File: src/hw/ccg_pkg.sv
// ==========================================================
// Shared constants and types
// ==========================================================
package ccg_pkg;
  // Opcode bytes
  localparam logic [7:0] OP_IDLE    = 8'h00;
  localparam logic [7:0] OP_FLIP_CY = 8'h3F;
  localparam logic [7:0] OP_FORCE_CY = 8'h37;
  localparam logic [7:0] OP_HALT    = 8'h76;
  localparam logic [7:0] OP_MASK    = 8'hF3;
  localparam logic [7:0] OP_UNMASK  = 8'hFB;
  localparam logic [7:0] OP_EXT     = 8'hED;
  localparam logic [7:0] OP_SCHEME0 = 8'h46;
  localparam logic [7:0] OP_SCHEME1 = 8'h56;
  localparam logic [7:0] OP_SCHEME2 = 8'h5E;
  // Fixed restart target and reset values
  localparam logic [15:0] RESTART_ADDR = 16'h0038;
  localparam logic [15:0] PC_RST       = 16'h0000;
  localparam logic [7:0]  FLAGS_RST    = 8'h00;
  localparam logic [7:0]  PAGE_RST     = 8'h00;
  // Clock states within one machine cycle
  localparam logic [1:0] T_SAMPLE = 2'h2;
  localparam logic [1:0] T_LAST   = 2'h3;
  // Flag bit positions
  localparam int F_S  = 7;
  localparam int F_Z  = 6;
  localparam int F_H  = 4;
  localparam int F_PV = 2;
  localparam int F_N  = 1;
  localparam int F_C  = 0;
  // Register offsets
  localparam logic [3:0] REG_FLAGS  = 4'h0;
  localparam logic [3:0] REG_PAGE   = 4'h1;
  localparam logic [3:0] REG_STATUS = 4'h2;
  localparam logic [3:0] REG_PC_LO  = 4'h3;
  localparam logic [3:0] REG_PC_HI  = 4'h4;
  // Interrupt response schemes
  typedef enum logic [1:0] {SCH_JAM, SCH_RESTART, SCH_VECTOR} ccg_scheme_t;
  // Machine cycle sequencer states
  typedef enum logic [2:0] {ST_FETCH, ST_EXT, ST_HALT, ST_ACK, ST_TBL_LO, ST_TBL_HI} ccg_state_t;
  // Opcode classes
  typedef enum logic [2:0] {OC_IDLE, OC_FLIP, OC_FORCE, OC_HALT, OC_MASK, OC_UNMASK, OC_EXT} ccg_opc_t;
  // Bus cycle descriptor
  typedef struct packed {
    logic        fetch;
    logic        ack;
    logic        mread;
    logic [15:0] addr;
  } ccg_cyc_t;
endpackage : ccg_pkg

File: src/hw/ccg_control.sv
// The placing of the registers and the strobed register port were chosen for this implementation.
`timescale 1ns/10ps
// What this block does
// - Flip carry: H gets old C, N cleared
// - Opcode 3F flips carry in one cycle
// - Opcode 37 forces carry in one cycle
// - Force carry clears H and N only
// - Opcode 76 suspends until interrupt or reset
// - Suspended core keeps running idle cycles
// - Opcode F3 clears both latches at once
// - Masked requests ignored until re-enabled
// - Opcode FB sets both enable latches
// - No acceptance until next instruction completes
// - ED 46 selects scheme zero, two cycles
// - Scheme zero executes byte from acknowledge
// - Further jammed bytes use memory reads
// - ED 56 selects restart to 0038
// - ED 5E selects vectored scheme two
// - Pointer is page high, vector low
// - Table entry becomes service routine address
module ccg_control
  import ccg_pkg::*;
(
  input  wire logic        clock_in,
  input  wire logic        sys_rst_in,
  input  wire logic [7:0]  data_in,
  input  wire logic        irq_req_in,
  input  wire logic [3:0]  reg_addr_in,
  input  wire logic [7:0]  reg_wdata_in,
  input  wire logic        reg_wr_in,
  input  wire logic        reg_rd_in,
  output ccg_cyc_t         cyc_out,
  output logic      [7:0]  reg_rdata_out,
  output logic             halt_out,
  output logic             latch_a_out,
  output logic             latch_b_out,
  output ccg_scheme_t      scheme_out,
  output logic             branch_out,
  output logic      [15:0] branch_addr_out,
  output logic      [7:0]  flags_out
);
  // ==========================================================
  // Opcode classifier
  // ==========================================================
  function automatic ccg_opc_t ccg_classify(input logic [7:0] b);
    case (b)
      OP_FLIP_CY:  ccg_classify = OC_FLIP;
      OP_FORCE_CY: ccg_classify = OC_FORCE;
      OP_HALT:     ccg_classify = OC_HALT;
      OP_MASK:     ccg_classify = OC_MASK;
      OP_UNMASK:   ccg_classify = OC_UNMASK;
      OP_EXT:      ccg_classify = OC_EXT;
      default:     ccg_classify = OC_IDLE;
    endcase
  endfunction : ccg_classify

  // ==========================================================
  // State
  // ==========================================================
  ccg_state_t   state_reg;      // Sequencer state
  ccg_state_t   state_next;     // Its next value
  logic [1:0]   t_reg;          // Clock state in machine cycle
  logic [7:0]   data_reg;       // Byte sampled at third state
  logic [15:0]  pc_reg;         // Fetch address
  logic [15:0]  pc_next;        // Its next value
  logic [15:0]  ptr_reg;        // Table pointer
  logic [7:0]   lo_reg;         // Table entry low byte
  logic [7:0]   page_reg;       // Interrupt page register
  logic         jam_reg;        // Extension byte is jammed
  ccg_cyc_t     cyc_next;       // Next bus cycle
  ccg_opc_t     cls;            // Class of sampled byte
  logic         last;           // Final clock state
  logic         exe;            // Opcode executes now
  logic         ext_done;       // Extension byte executes now
  logic         done_instr;     // Instruction ends now
  logic         take;           // Interrupt accepted now
  logic         br;             // Branch taken now
  logic [15:0]  br_addr;        // Branch target

  // ==========================================================
  // Decode
  // ==========================================================
  // Jammed byte in scheme zero decodes like a fetched one
  always_comb begin
    cls        = ccg_classify(data_reg);
    last       = (t_reg == T_LAST);
    exe        = last && (state_reg == ST_FETCH ||
                 (state_reg == ST_ACK && scheme_out == SCH_JAM));
    ext_done   = last && state_reg == ST_EXT;
    done_instr = (exe && cls != OC_EXT) || ext_done ||
                 (last && state_reg == ST_HALT);
    // Latch gates requests; mask and unmask block their own end
    take       = done_instr && irq_req_in && latch_a_out &&
                 !(exe && (cls == OC_MASK || cls == OC_UNMASK));
  end

  // Next state, branch and fetch address
  always_comb begin
    state_next = state_reg;
    br         = 1'b0;
    br_addr    = pc_reg;
    if (exe) begin
      // Prefix waits for second byte; halt parks
      if (cls == OC_EXT)
        state_next = ST_EXT;
      else if (take)
        state_next = ST_ACK;
      else if (cls == OC_HALT)
        state_next = ST_HALT;
      else
        state_next = ST_FETCH;
    end else if (last) begin
      case (state_reg)
        ST_EXT:    state_next = take ? ST_ACK : ST_FETCH;
        // Idle cycles repeat until a request is taken
        ST_HALT:   state_next = take ? ST_ACK : ST_HALT;
        ST_ACK: begin
          if (scheme_out == SCH_RESTART) begin
            state_next = ST_FETCH;
            br         = 1'b1;
            br_addr    = RESTART_ADDR;
          end else begin
            state_next = ST_TBL_LO;
          end
        end
        ST_TBL_LO: state_next = ST_TBL_HI;
        ST_TBL_HI: begin
          state_next = ST_FETCH;
          br         = 1'b1;
          br_addr    = {data_reg, lo_reg};
        end
        default:   state_next = ST_FETCH;
      endcase
    end
    // Ordinary fetches advance the address
    if (br)
      pc_next = br_addr;
    else if (last && (state_reg == ST_FETCH || (state_reg == ST_EXT && !jam_reg)))
      pc_next = pc_reg + 16'h0001;
    else
      pc_next = pc_reg;
  end

  // Bus cycle for the machine cycle that follows
  always_comb begin
    cyc_next       = '0;
    cyc_next.addr  = pc_next;
    case (state_next)
      ST_FETCH:  cyc_next.fetch = 1'b1;
      ST_EXT: begin
        // Jammed extension bytes come by memory read
        cyc_next.fetch = !(state_reg == ST_ACK);
        cyc_next.mread = (state_reg == ST_ACK);
      end
      ST_ACK:    cyc_next.ack = 1'b1;
      ST_TBL_LO: begin
        cyc_next.mread = 1'b1;
        cyc_next.addr  = {page_reg, data_reg};
      end
      ST_TBL_HI: begin
        cyc_next.mread = 1'b1;
        cyc_next.addr  = ptr_reg + 16'h0001;
      end
      default:   cyc_next.addr = pc_next;
    endcase
  end

  // ==========================================================
  // Sequencer
  // ==========================================================
  // Clock states run on every edge, halted or not
  always_ff @(posedge clock_in) begin
    if (sys_rst_in)
      t_reg <= 2'h0;
    else
      t_reg <= t_reg + 2'h1;
  end

  // Sample the data bus
  always_ff @(posedge clock_in) begin
    if (sys_rst_in)
      data_reg <= 8'h00;
    else if (t_reg == T_SAMPLE)
      data_reg <= data_in;
  end

  // State, address and bus cycle at end of each machine cycle
  always_ff @(posedge clock_in) begin
    if (sys_rst_in) begin
      state_reg <= ST_FETCH;
      pc_reg    <= PC_RST;
      jam_reg   <= 1'b0;
      ptr_reg   <= 16'h0000;
      lo_reg    <= 8'h00;
      cyc_out   <= '{fetch: 1'b1, ack: 1'b0, mread: 1'b0, addr: PC_RST};
      halt_out  <= 1'b0;
    end else if (last) begin
      state_reg <= state_next;
      pc_reg    <= pc_next;
      jam_reg   <= (state_reg == ST_ACK);
      cyc_out   <= cyc_next;
      halt_out  <= (state_next == ST_HALT);
      if (state_reg == ST_ACK)
        ptr_reg <= {page_reg, data_reg};
      if (state_reg == ST_TBL_LO)
        lo_reg  <= data_reg;
    end
  end

  // Branch pulse
  always_ff @(posedge clock_in) begin
    if (sys_rst_in) begin
      branch_out      <= 1'b0;
      branch_addr_out <= 16'h0000;
    end else begin
      branch_out      <= br;
      if (br)
        branch_addr_out <= br_addr;
    end
  end

  // ==========================================================
  // Flags, latches and scheme
  // ==========================================================
  // Flag ops touch only C, H and N; instruction beats bus write
  always_ff @(posedge clock_in) begin
    if (sys_rst_in)
      flags_out <= FLAGS_RST;
    else if (exe && cls == OC_FLIP) begin
      flags_out[F_H] <= flags_out[F_C];
      flags_out[F_N] <= 1'b0;
      flags_out[F_C] <= !flags_out[F_C];
    end else if (exe && cls == OC_FORCE) begin
      flags_out[F_H] <= 1'b0;
      flags_out[F_N] <= 1'b0;
      flags_out[F_C] <= 1'b1;
    end else if (reg_wr_in && reg_addr_in == REG_FLAGS)
      flags_out <= reg_wdata_in;
  end

  // Enable latches; acceptance also clears them
  always_ff @(posedge clock_in) begin
    if (sys_rst_in) begin
      latch_a_out <= 1'b0;
      latch_b_out <= 1'b0;
    end else if (take || (exe && cls == OC_MASK)) begin
      latch_a_out <= 1'b0;
      latch_b_out <= 1'b0;
    end else if (exe && cls == OC_UNMASK) begin
      latch_a_out <= 1'b1;
      latch_b_out <= 1'b1;
    end
  end

  // Scheme select from extension byte
  always_ff @(posedge clock_in) begin
    if (sys_rst_in)
      scheme_out <= SCH_JAM;
    else if (ext_done) begin
      case (data_reg)
        OP_SCHEME0: scheme_out <= SCH_JAM;
        OP_SCHEME1: scheme_out <= SCH_RESTART;
        OP_SCHEME2: scheme_out <= SCH_VECTOR;
        default:    scheme_out <= scheme_out;
      endcase
    end
  end

  // ==========================================================
  // Register port
  // ==========================================================
  // Page register write
  always_ff @(posedge clock_in) begin
    if (sys_rst_in)
      page_reg <= PAGE_RST;
    else if (reg_wr_in && reg_addr_in == REG_PAGE)
      page_reg <= reg_wdata_in;
  end

  // Read data stands one cycle, zero otherwise
  always_ff @(posedge clock_in) begin
    if (sys_rst_in || !reg_rd_in)
      reg_rdata_out <= 8'h00;
    else begin
      case (reg_addr_in)
        REG_FLAGS:  reg_rdata_out <= flags_out;
        REG_PAGE:   reg_rdata_out <= page_reg;
        REG_STATUS: reg_rdata_out <= {3'h0, scheme_out, latch_b_out, latch_a_out, halt_out};
        REG_PC_LO:  reg_rdata_out <= pc_reg[7:0];
        REG_PC_HI:  reg_rdata_out <= pc_reg[15:8];
        default:    reg_rdata_out <= 8'h00;
      endcase
    end
  end
endmodule : ccg_control

File: config.mk
export PLATFORM = sky130hd
export DESIGN_NAME = ccg_control
export DESIGN_NICKNAME = d
export VERILOG_FILES = /design/src/hw/ccg_pkg.sv /design/src/hw/ccg_control.sv
export SDC_FILE = /design/constraint.sdc
export NUM_CORES = 1
export LEC_CHECK = 0
export BUFFER_PORTS_ARGS = -buffer_cell sky130_fd_sc_hd__buf_2
export CAP_MARGIN = 20
export CORE_ASPECT_RATIO = 1.75
export CORE_MARGIN = 2
export CORE_UTILIZATION = 40
export DETAILED_ROUTE_END_ITERATION = 6
export HOLD_SLACK_MARGIN = 0.02
export SYNTH_ARGS = -nofsm -noshare
export SYNTH_HDL_FRONTEND = slang
export SYNTH_SLANG_ARGS = --single-unit
export TNS_END_PERCENT = 10
File: constraint.sdc
create_clock -name clock_in -period 2.5 [get_ports clock_in]
set_input_delay 0.25 -clock clock_in [delete_from_list [all_inputs] [get_ports clock_in]]
set_output_delay 0.25 -clock clock_in [all_outputs]
set_load 0.1 [all_outputs]
==> results of run 1 <==
==> what timing repair did <==
item | CTS | global route
endpoints found under the setup margin | 0 | 11
buffers inserted | 0 | 5
hold buffers | 0 | 0
resized for setup | 0 | 3
==> through the flow <==
| step | cell area (sq um) | instances | utilization [%] |
|---|---|---|---|
| after floorplan | 5754 | 689 | - |
| after global placement | 6540 | 952 | 45.98 |
| after detailed placement | 6540 | 952 | 45.98 |
| after CTS | 7163 | 984 | 50.36 |
| after global routing | 7222 | 990 | 50.77 |
| final | 7222 | 990 | 50.77 |
==> worst paths after layout <==
kind              cells after the start    startpoint  slack (ps)     endpoint
hold / removal                        3    data_in[3]          70  data_reg[3]
setup / recovery                      8  state_reg[0]         100  cyc_out[14]
hold reg to reg                       2     lo_reg[0]         450    lo_reg[0]
setup reg to reg                      8  state_reg[0]         100  cyc_out[14]
==> worst reg2reg max path: stages (launching register included) <==
cell and delay [ps]:
dfxtp_1 380, or2_1 330, a2111oi_4 360, buf_4 210, a311oi_4 70, buf_4 200
or2_1 260, a311oi_1 360, a22o_1 180
==> per-layer routing <==
layer	share of wire (%)	global-route usage, %	vias up
li1	-	-	2680
met5	0	0	-
met2	55	48.87	175
met1	36	27.81	2686
met3	4.1	4.581	43
met4	4.7	12.19	0
==> where the power goes <==
part / internal [uW] / switching [uW] / total, uW / leakage (uW)
Sequential: 1910 / 22.9 / 1930 / 0.000954
Clock: 1630 / 954 / 2590 / 0.000297
Combinational: 115 / 283 / 398 / 0.00157
Total: 3660 / 1260 / 4920 / 0.00282
==> cell families (layout without fill, tap and decap cells) <==
| kind of cell | count (synthesis) | in the layout | share of synthesized area, % |
|---|---|---|---|
| buf+inv | 55 | 175 | 4.938 |
| xor+xnor | 27 | 27 | 4.111 |
| fa+ha+maj | 4 | 4 | 0.8702 |
| mux | 21 | 21 | 3.676 |
| simple gates | 300 | 301 | 25.41 |
| compound gates | 164 | 164 | 19.93 |
| flops | 118 | 118 | 41.07 |
==> cell usage after synthesis (9+ instances only) <==
master    instances  area (sq um)
nor2_1           79         296.5
a211oi_1         11         82.58
a21oi_1          61         305.3
nand2_1         109         409.1
xnor2_1          15         131.4
clkbuf_1         32         120.1
xor2_1           12         105.1
mux2i_1          20         200.2
nor4_1            9         56.30
dfxtp_1         118          2362
o21ai_0          12         60.06
a22oi_1          20         150.1
nor3_1           15         75.07
nand3_1          26         130.1
==> area by class of cell <==
cell class                      count  area share, %
Multi-Input combinational cell    517          43.42
Sequential cell                   118          32.76
Timing Repair Buffer              136          11.71
Clock buffer                       19          6.272
Tap cell                          180          3.119
Clock inverter                     13          2.356
Inverter                            7         0.3638
==> summary.md, run 1 <==
| Metric | Value |
|---|---|
| Num ports | 82 |
| Buf/Inv on CP | 2 |
| Global-route wire length before repair | about 30 mm |
| # DRC | 1 |
| Die Ht | roughly 160 um |
| Fin crit period | ~2400 ps |
| Total CTS buffers | 17 |
| Gate Count Post-Synth | 689 |
| Number of setup violations in the final report | 0 |
| Synthesis-stage register bit count | 118 |
| Net Count, Synth | about 720 |
| GR Util All Layers | a little over a quarter |
| Max FFs per register | 19 |
| CP Max Fanout | 5 |
| Max stage delay on crit path | roughly 380 ps |
| Synth async-reset ratio | 0% |
| # diodes | 0 |
| Total gr overflow | 0 |
| Cells along the critical path | or2_1, a2111oi_4, buf_4, a311oi_4, buf_4, or2_1, a311oi_1, a22o_1 |
| P_leak | roughly 0.0028 uW |
| F_max | between 0.4 and 0.5 GHz |
| Max Slew Vio Count | 0 |
| Nets | 826 |
| Drt initial violations | around 380 |
| Power per cell area | just under 700 nW/um^2 |
| Routability Congestion | 0.9537 |
| Worst clock skew | between 9 and 10 ps |
| Clock sinks | roughly 120 |
| Routed vias/inst | roughly 5.6 |
| Die area | between 15000 and 20000 sq um |
| Synthesis Warnings | 0 |
| Status | complete, but fails checks |
| Hold WC Path Type | primary input to flop |
| CTS root buf | clkbuf_16 |
| Setup crit end kind | flop |
| Clock slew at reported path FFs | 60 ps |
| CORE AREA | roughly 14000 sq um |
| Post-Route WL | just under 20 mm |
| IO buf count | between 80 and 90 |
| Worst-Skew Late Latency | roughly 420 ps |
| Delay-heaviest family, CP | compound AO/OA/AOI/OAI gates |
| Yosys cell types | 76 |
| Crit path kind | flop to flop |
| Avg Cell Area, Syn | ~8.3 sq um |
| Failing checks | DRC |
| Sequential fraction of the synthesis area | roughly 41% |
| H-tree depth | 4 |
| CTS tree | built |
| Biggest register | cyc_out |
| Total power | about 5000 uW |
| Fill cell count | 1420 |
| Initial core utilization | approximately 40% |
| Setup TNS | 0 ps |
| # rows | 58 |
| Vias in the first global route | about 5400 |
| DPL Wire Length | ~15 mm |
| Cell area after synthesis | about 5800 sq um |
| Routed wire per std cell | between 20 and 25 um |
| Fraction of layout cells with a size suffix above 1 | between 20% and 30% |
| Setup slack after layout | 99.22 ps |
| CP Data Required Time | between 2000 and 3000 ps |
| VDD IR max | approximately 0.43 mV |
| Final hold viol count | 0 |
| Via count | 5584 |
| TritonRoute pass-1 iters | 7 |
| CP Data Arrival Time | ~2800 ps |
| Post-Place Setup Slack | around 14 ps |
| Post-route ant nets | 0 |
| Initial antenna violation count | 0 |
| Most frequent cells in the layout | dfxtp_1 (115), nand2_1 (109), buf_2 (80) |
| Worst slew pin tran | approximately 750 ps |
| Synth-to-layout area growth | 25.56% |
| Largest net degree at the start of global routing | 69 |
| Hold Slack | 68.75 ps |
| Max_cap viols | 0 |
| Post-synth EDFFs | 0 |
| RSZ-0062 raised after global routing | false |
| Footprint of the multi-input gates | around 3100 sq um |
| Clk buf depth | 2 |
| Main synth FF type | dfxtp_1 |
| Commonest non-fill, non-tap cell in the layout | dfxtp_1 |
| Startpoint class of the critical path | flop |
| Slowest CP cell | dfxtp_1 |
| Final period util | between 90% and 100% |
| Storage element area | between 2000 and 2500 sq um |
| Die X | ~95 um |
| Slew margin rel. | around half |
Power figures use the tool's default switching activity.
==> run 2: changes to the inputs <==
Settings changed: CORE_UTILIZATION 40 to 57, PLACE_DENSITY set to 0.79, TNS_END_PERCENT 10 to 50.
==> run 2 against run 1 <==
Compared with the run above: the run now ends clean; sequential share of layout area grew 1.2 points; cell area decreased by 3.6%; total power is 5.6% lower; die area shrank 29%; highest routed layer unchanged; critical endpoint is now cyc_out[7].
==> summary.md, run 2 (synthesis gave the netlist of run 1 again) <==
| Metric | Value |
|---|---|
| Status | complete, no violations |
| Synth-to-layout area growth | 21.08% |
| Routed wire per std cell | 20.38 um (+1.7%) |
| Fill cell count | 815 (-43%) |
| Power per cell area | 666.5 nW/um^2 (-2.1%) |
| Hold WC Path Type | primary input to flop |
| Total gr overflow | 0 (unchanged) |
| TritonRoute pass-1 iters | 7 (unchanged) |
| Die area | 10940 sq um (-29%) |
| Routed vias/inst | 6.277 (+11%) |
| Worst R2R End | cyc_out[7] |
| Worst-Skew Late Latency | 420 ps (about the same) |
| F_max | 0.4286 GHz (+2.9%) |
| Largest net degree at the start of global routing | 71 (+2.9%) |
| Worst slew pin tran | 794.2 ps (+43.12 ps) |
| Footprint of the multi-input gates | 3127 sq um (-0.28%) |
| Final instance area | 6964 sq um (-3.6%) |
| Post-Route WL | 18.73 mm (-5.6%) |
| CP Data Required Time | 2800 ps (-60 ps) |
| Final hold viol count | 0 (unchanged) |
| Commonest non-fill, non-tap cell in the layout | dfxtp_1 |
| CTS root buf | clkbuf_16 |
| Routability Congestion | 1.021 (+7.1%) |
| Storage element area | 2367 sq um (about the same) |
| Startpoint class of the critical path | flop |
| Initial core utilization | 58.40% (+18 points) |
| # rows | 48 (-17%) |
| Number of setup violations in the final report | 0 (unchanged) |
| Crit path kind | flop to flop |
| CTS tree | built |
| Most frequent cells in the layout | dfxtp_1 (114), nand2_1 (109), buf_2 (80) |
| Max_cap viols | 0 (unchanged) |
| Min-Delay Endpoint | data_reg[7] |
| FF-to-FF path depth | 7 (-1) |
| Worst clock skew | 7.558 ps (-2.165 ps) |
| Clk buf depth | 2 (unchanged) |
| Setup TNS | 0 ps (unchanged) |
| VDD IR max | 0.6331 mV (+47%) |
| Die X | 79.94 um (-16%) |
| Clock slew at reported path FFs | 60 ps (about the same) |
| Hold path startpoint | data_in[7] |
| Fin crit period | 2333 ps (-67.45 ps) |
| Slew margin rel. | 46.31% (-2.9 points) |
| Post-route ant nets | 0 (unchanged) |
| Vias in the first global route | 5375 (-0.98%) |
| Fraction of layout cells with a size suffix above 1 | 22.92% (-1.6 points) |
| # diodes | 0 (unchanged) |
| P_leak | 0.002705 uW (-4.2%) |
| Max FFs per register | 19 (unchanged) |
| CP Data Arrival Time | 2640 ps (-120 ps) |
| RR Startpoint | state_reg[2] |
| Max Slew Vio Count | 0 (unchanged) |
| GR Util All Layers | 34.86% (+8.6 points) |
| Hold depth | 3 (unchanged) |
| RSZ-0062 raised after global routing | false |
| Global-route wire length before repair | 28.61 mm (-5.8%) |
| Initial antenna violation count | 0 (unchanged) |
| H-tree depth | 4 (unchanged) |
| Nets | 810 (-1.9%) |
| Die Ht | 136.9 um (-16%) |
| Total CTS buffers | 17 (unchanged) |
| Placed Area | 6376 sq um (-2.5%) |
| IO buf count | 81 (unchanged) |
| Via count | 5769 (+3.3%) |
| Biggest register | cyc_out |
| # DRC | 0 (-1) |
| DPL Wire Length | 13.78 mm (-7.4%) |
| Setup crit end kind | flop |
| Clock sinks | 118 (unchanged) |
| Drt initial violations | 711 (+87%) |
| Hold buffers post-CTS | 0 (unchanged) |
| Final period util | 93.33% (-2.7 points) |
| R2R setup slack | 170 ps (+70 ps) |
| CORE AREA | 9849 sq um (-31%) |
| Num ports | 82 (unchanged) |
| CP Max Fanout | 12 (+7) |
## run 2: power by group
part / switching, uW / total [uW] / internal (uW) / leakage [uW]
clock network: 921 / 2320 / 1400 / 0.000259
logic: 271 / 383 / 112 / 0.00149
registers: 29.9 / 1940 / 1910 / 0.000955
## run 2: timing repair
item                                    CTS  global route
endpoints found under the setup margin    0            14
endpoints found under the hold margin     0             0
setup buffers                             0             1
gates resized for setup                   0             3
## run 2: per-stage QoR
step	cells	setup slack, ps	hold slack [ps]	power [uW]	utilization (%)
finish	919	166.7	59.21	4642	70.71
global route	919	15.30	89.06	4754	70.71
floorplan	689	37.48	397.2	2244	-
CTS	918	19.00	60.86	4645	70.49
global placement	886	117.0	428.0	2348	64.74
detailed placement	886	31.19	438.9	2356	64.74
## run 2: worst max-delay path, cell delays in order, from the launching register on
cell	delay [ps]
dfxtp_1	430
a211oi_4	330
nand4_1	140
buf_4	200
o311ai_0	490
nand3_1	320
a31oi_1	210
o31ai_1	90
## run 2: worst max-delay path by stage
stage	start	end	slack (ps)	depth (start not counted)
after floorplan	latch_b_out	cyc_out[1]	40	5
after global placement	state_reg[1]	cyc_out[2]	120	6
after detailed placement	state_reg[1]	cyc_out[2]	30	6
after CTS	state_reg[1]	cyc_out[2]	20	6
after global routing	state_reg[2]	cyc_out[9]	20	8
final	state_reg[2]	cyc_out[7]	170	7
## run 2: layout make-up
| class | instances | area share, % |
|---|---|---|
| Clock buffer | 19 | 6.360 |
| Clock inverter | 13 | 1.779 |
| Inverter | 7 | 0.3773 |
| Multi-Input combinational cell | 516 | 44.90 |
| Sequential cell | 118 | 33.99 |
| Tap cell | 125 | 2.246 |
| Timing Repair Buffer | 121 | 10.35 |
## run 2: routing by layer
| layer | global-route usage, % | routed length [um] | up-vias |
|---|---|---|---|
| met5 | 0 | 0 | - |
| met4 | 23.92 | 1396 | 0 |
| met3 | 6.464 | 1299 | 95 |
| met2 | 61.67 | 9547 | 313 |
| met1 | 36.42 | 6482 | 2715 |
| li1 | - | - | 2646 |
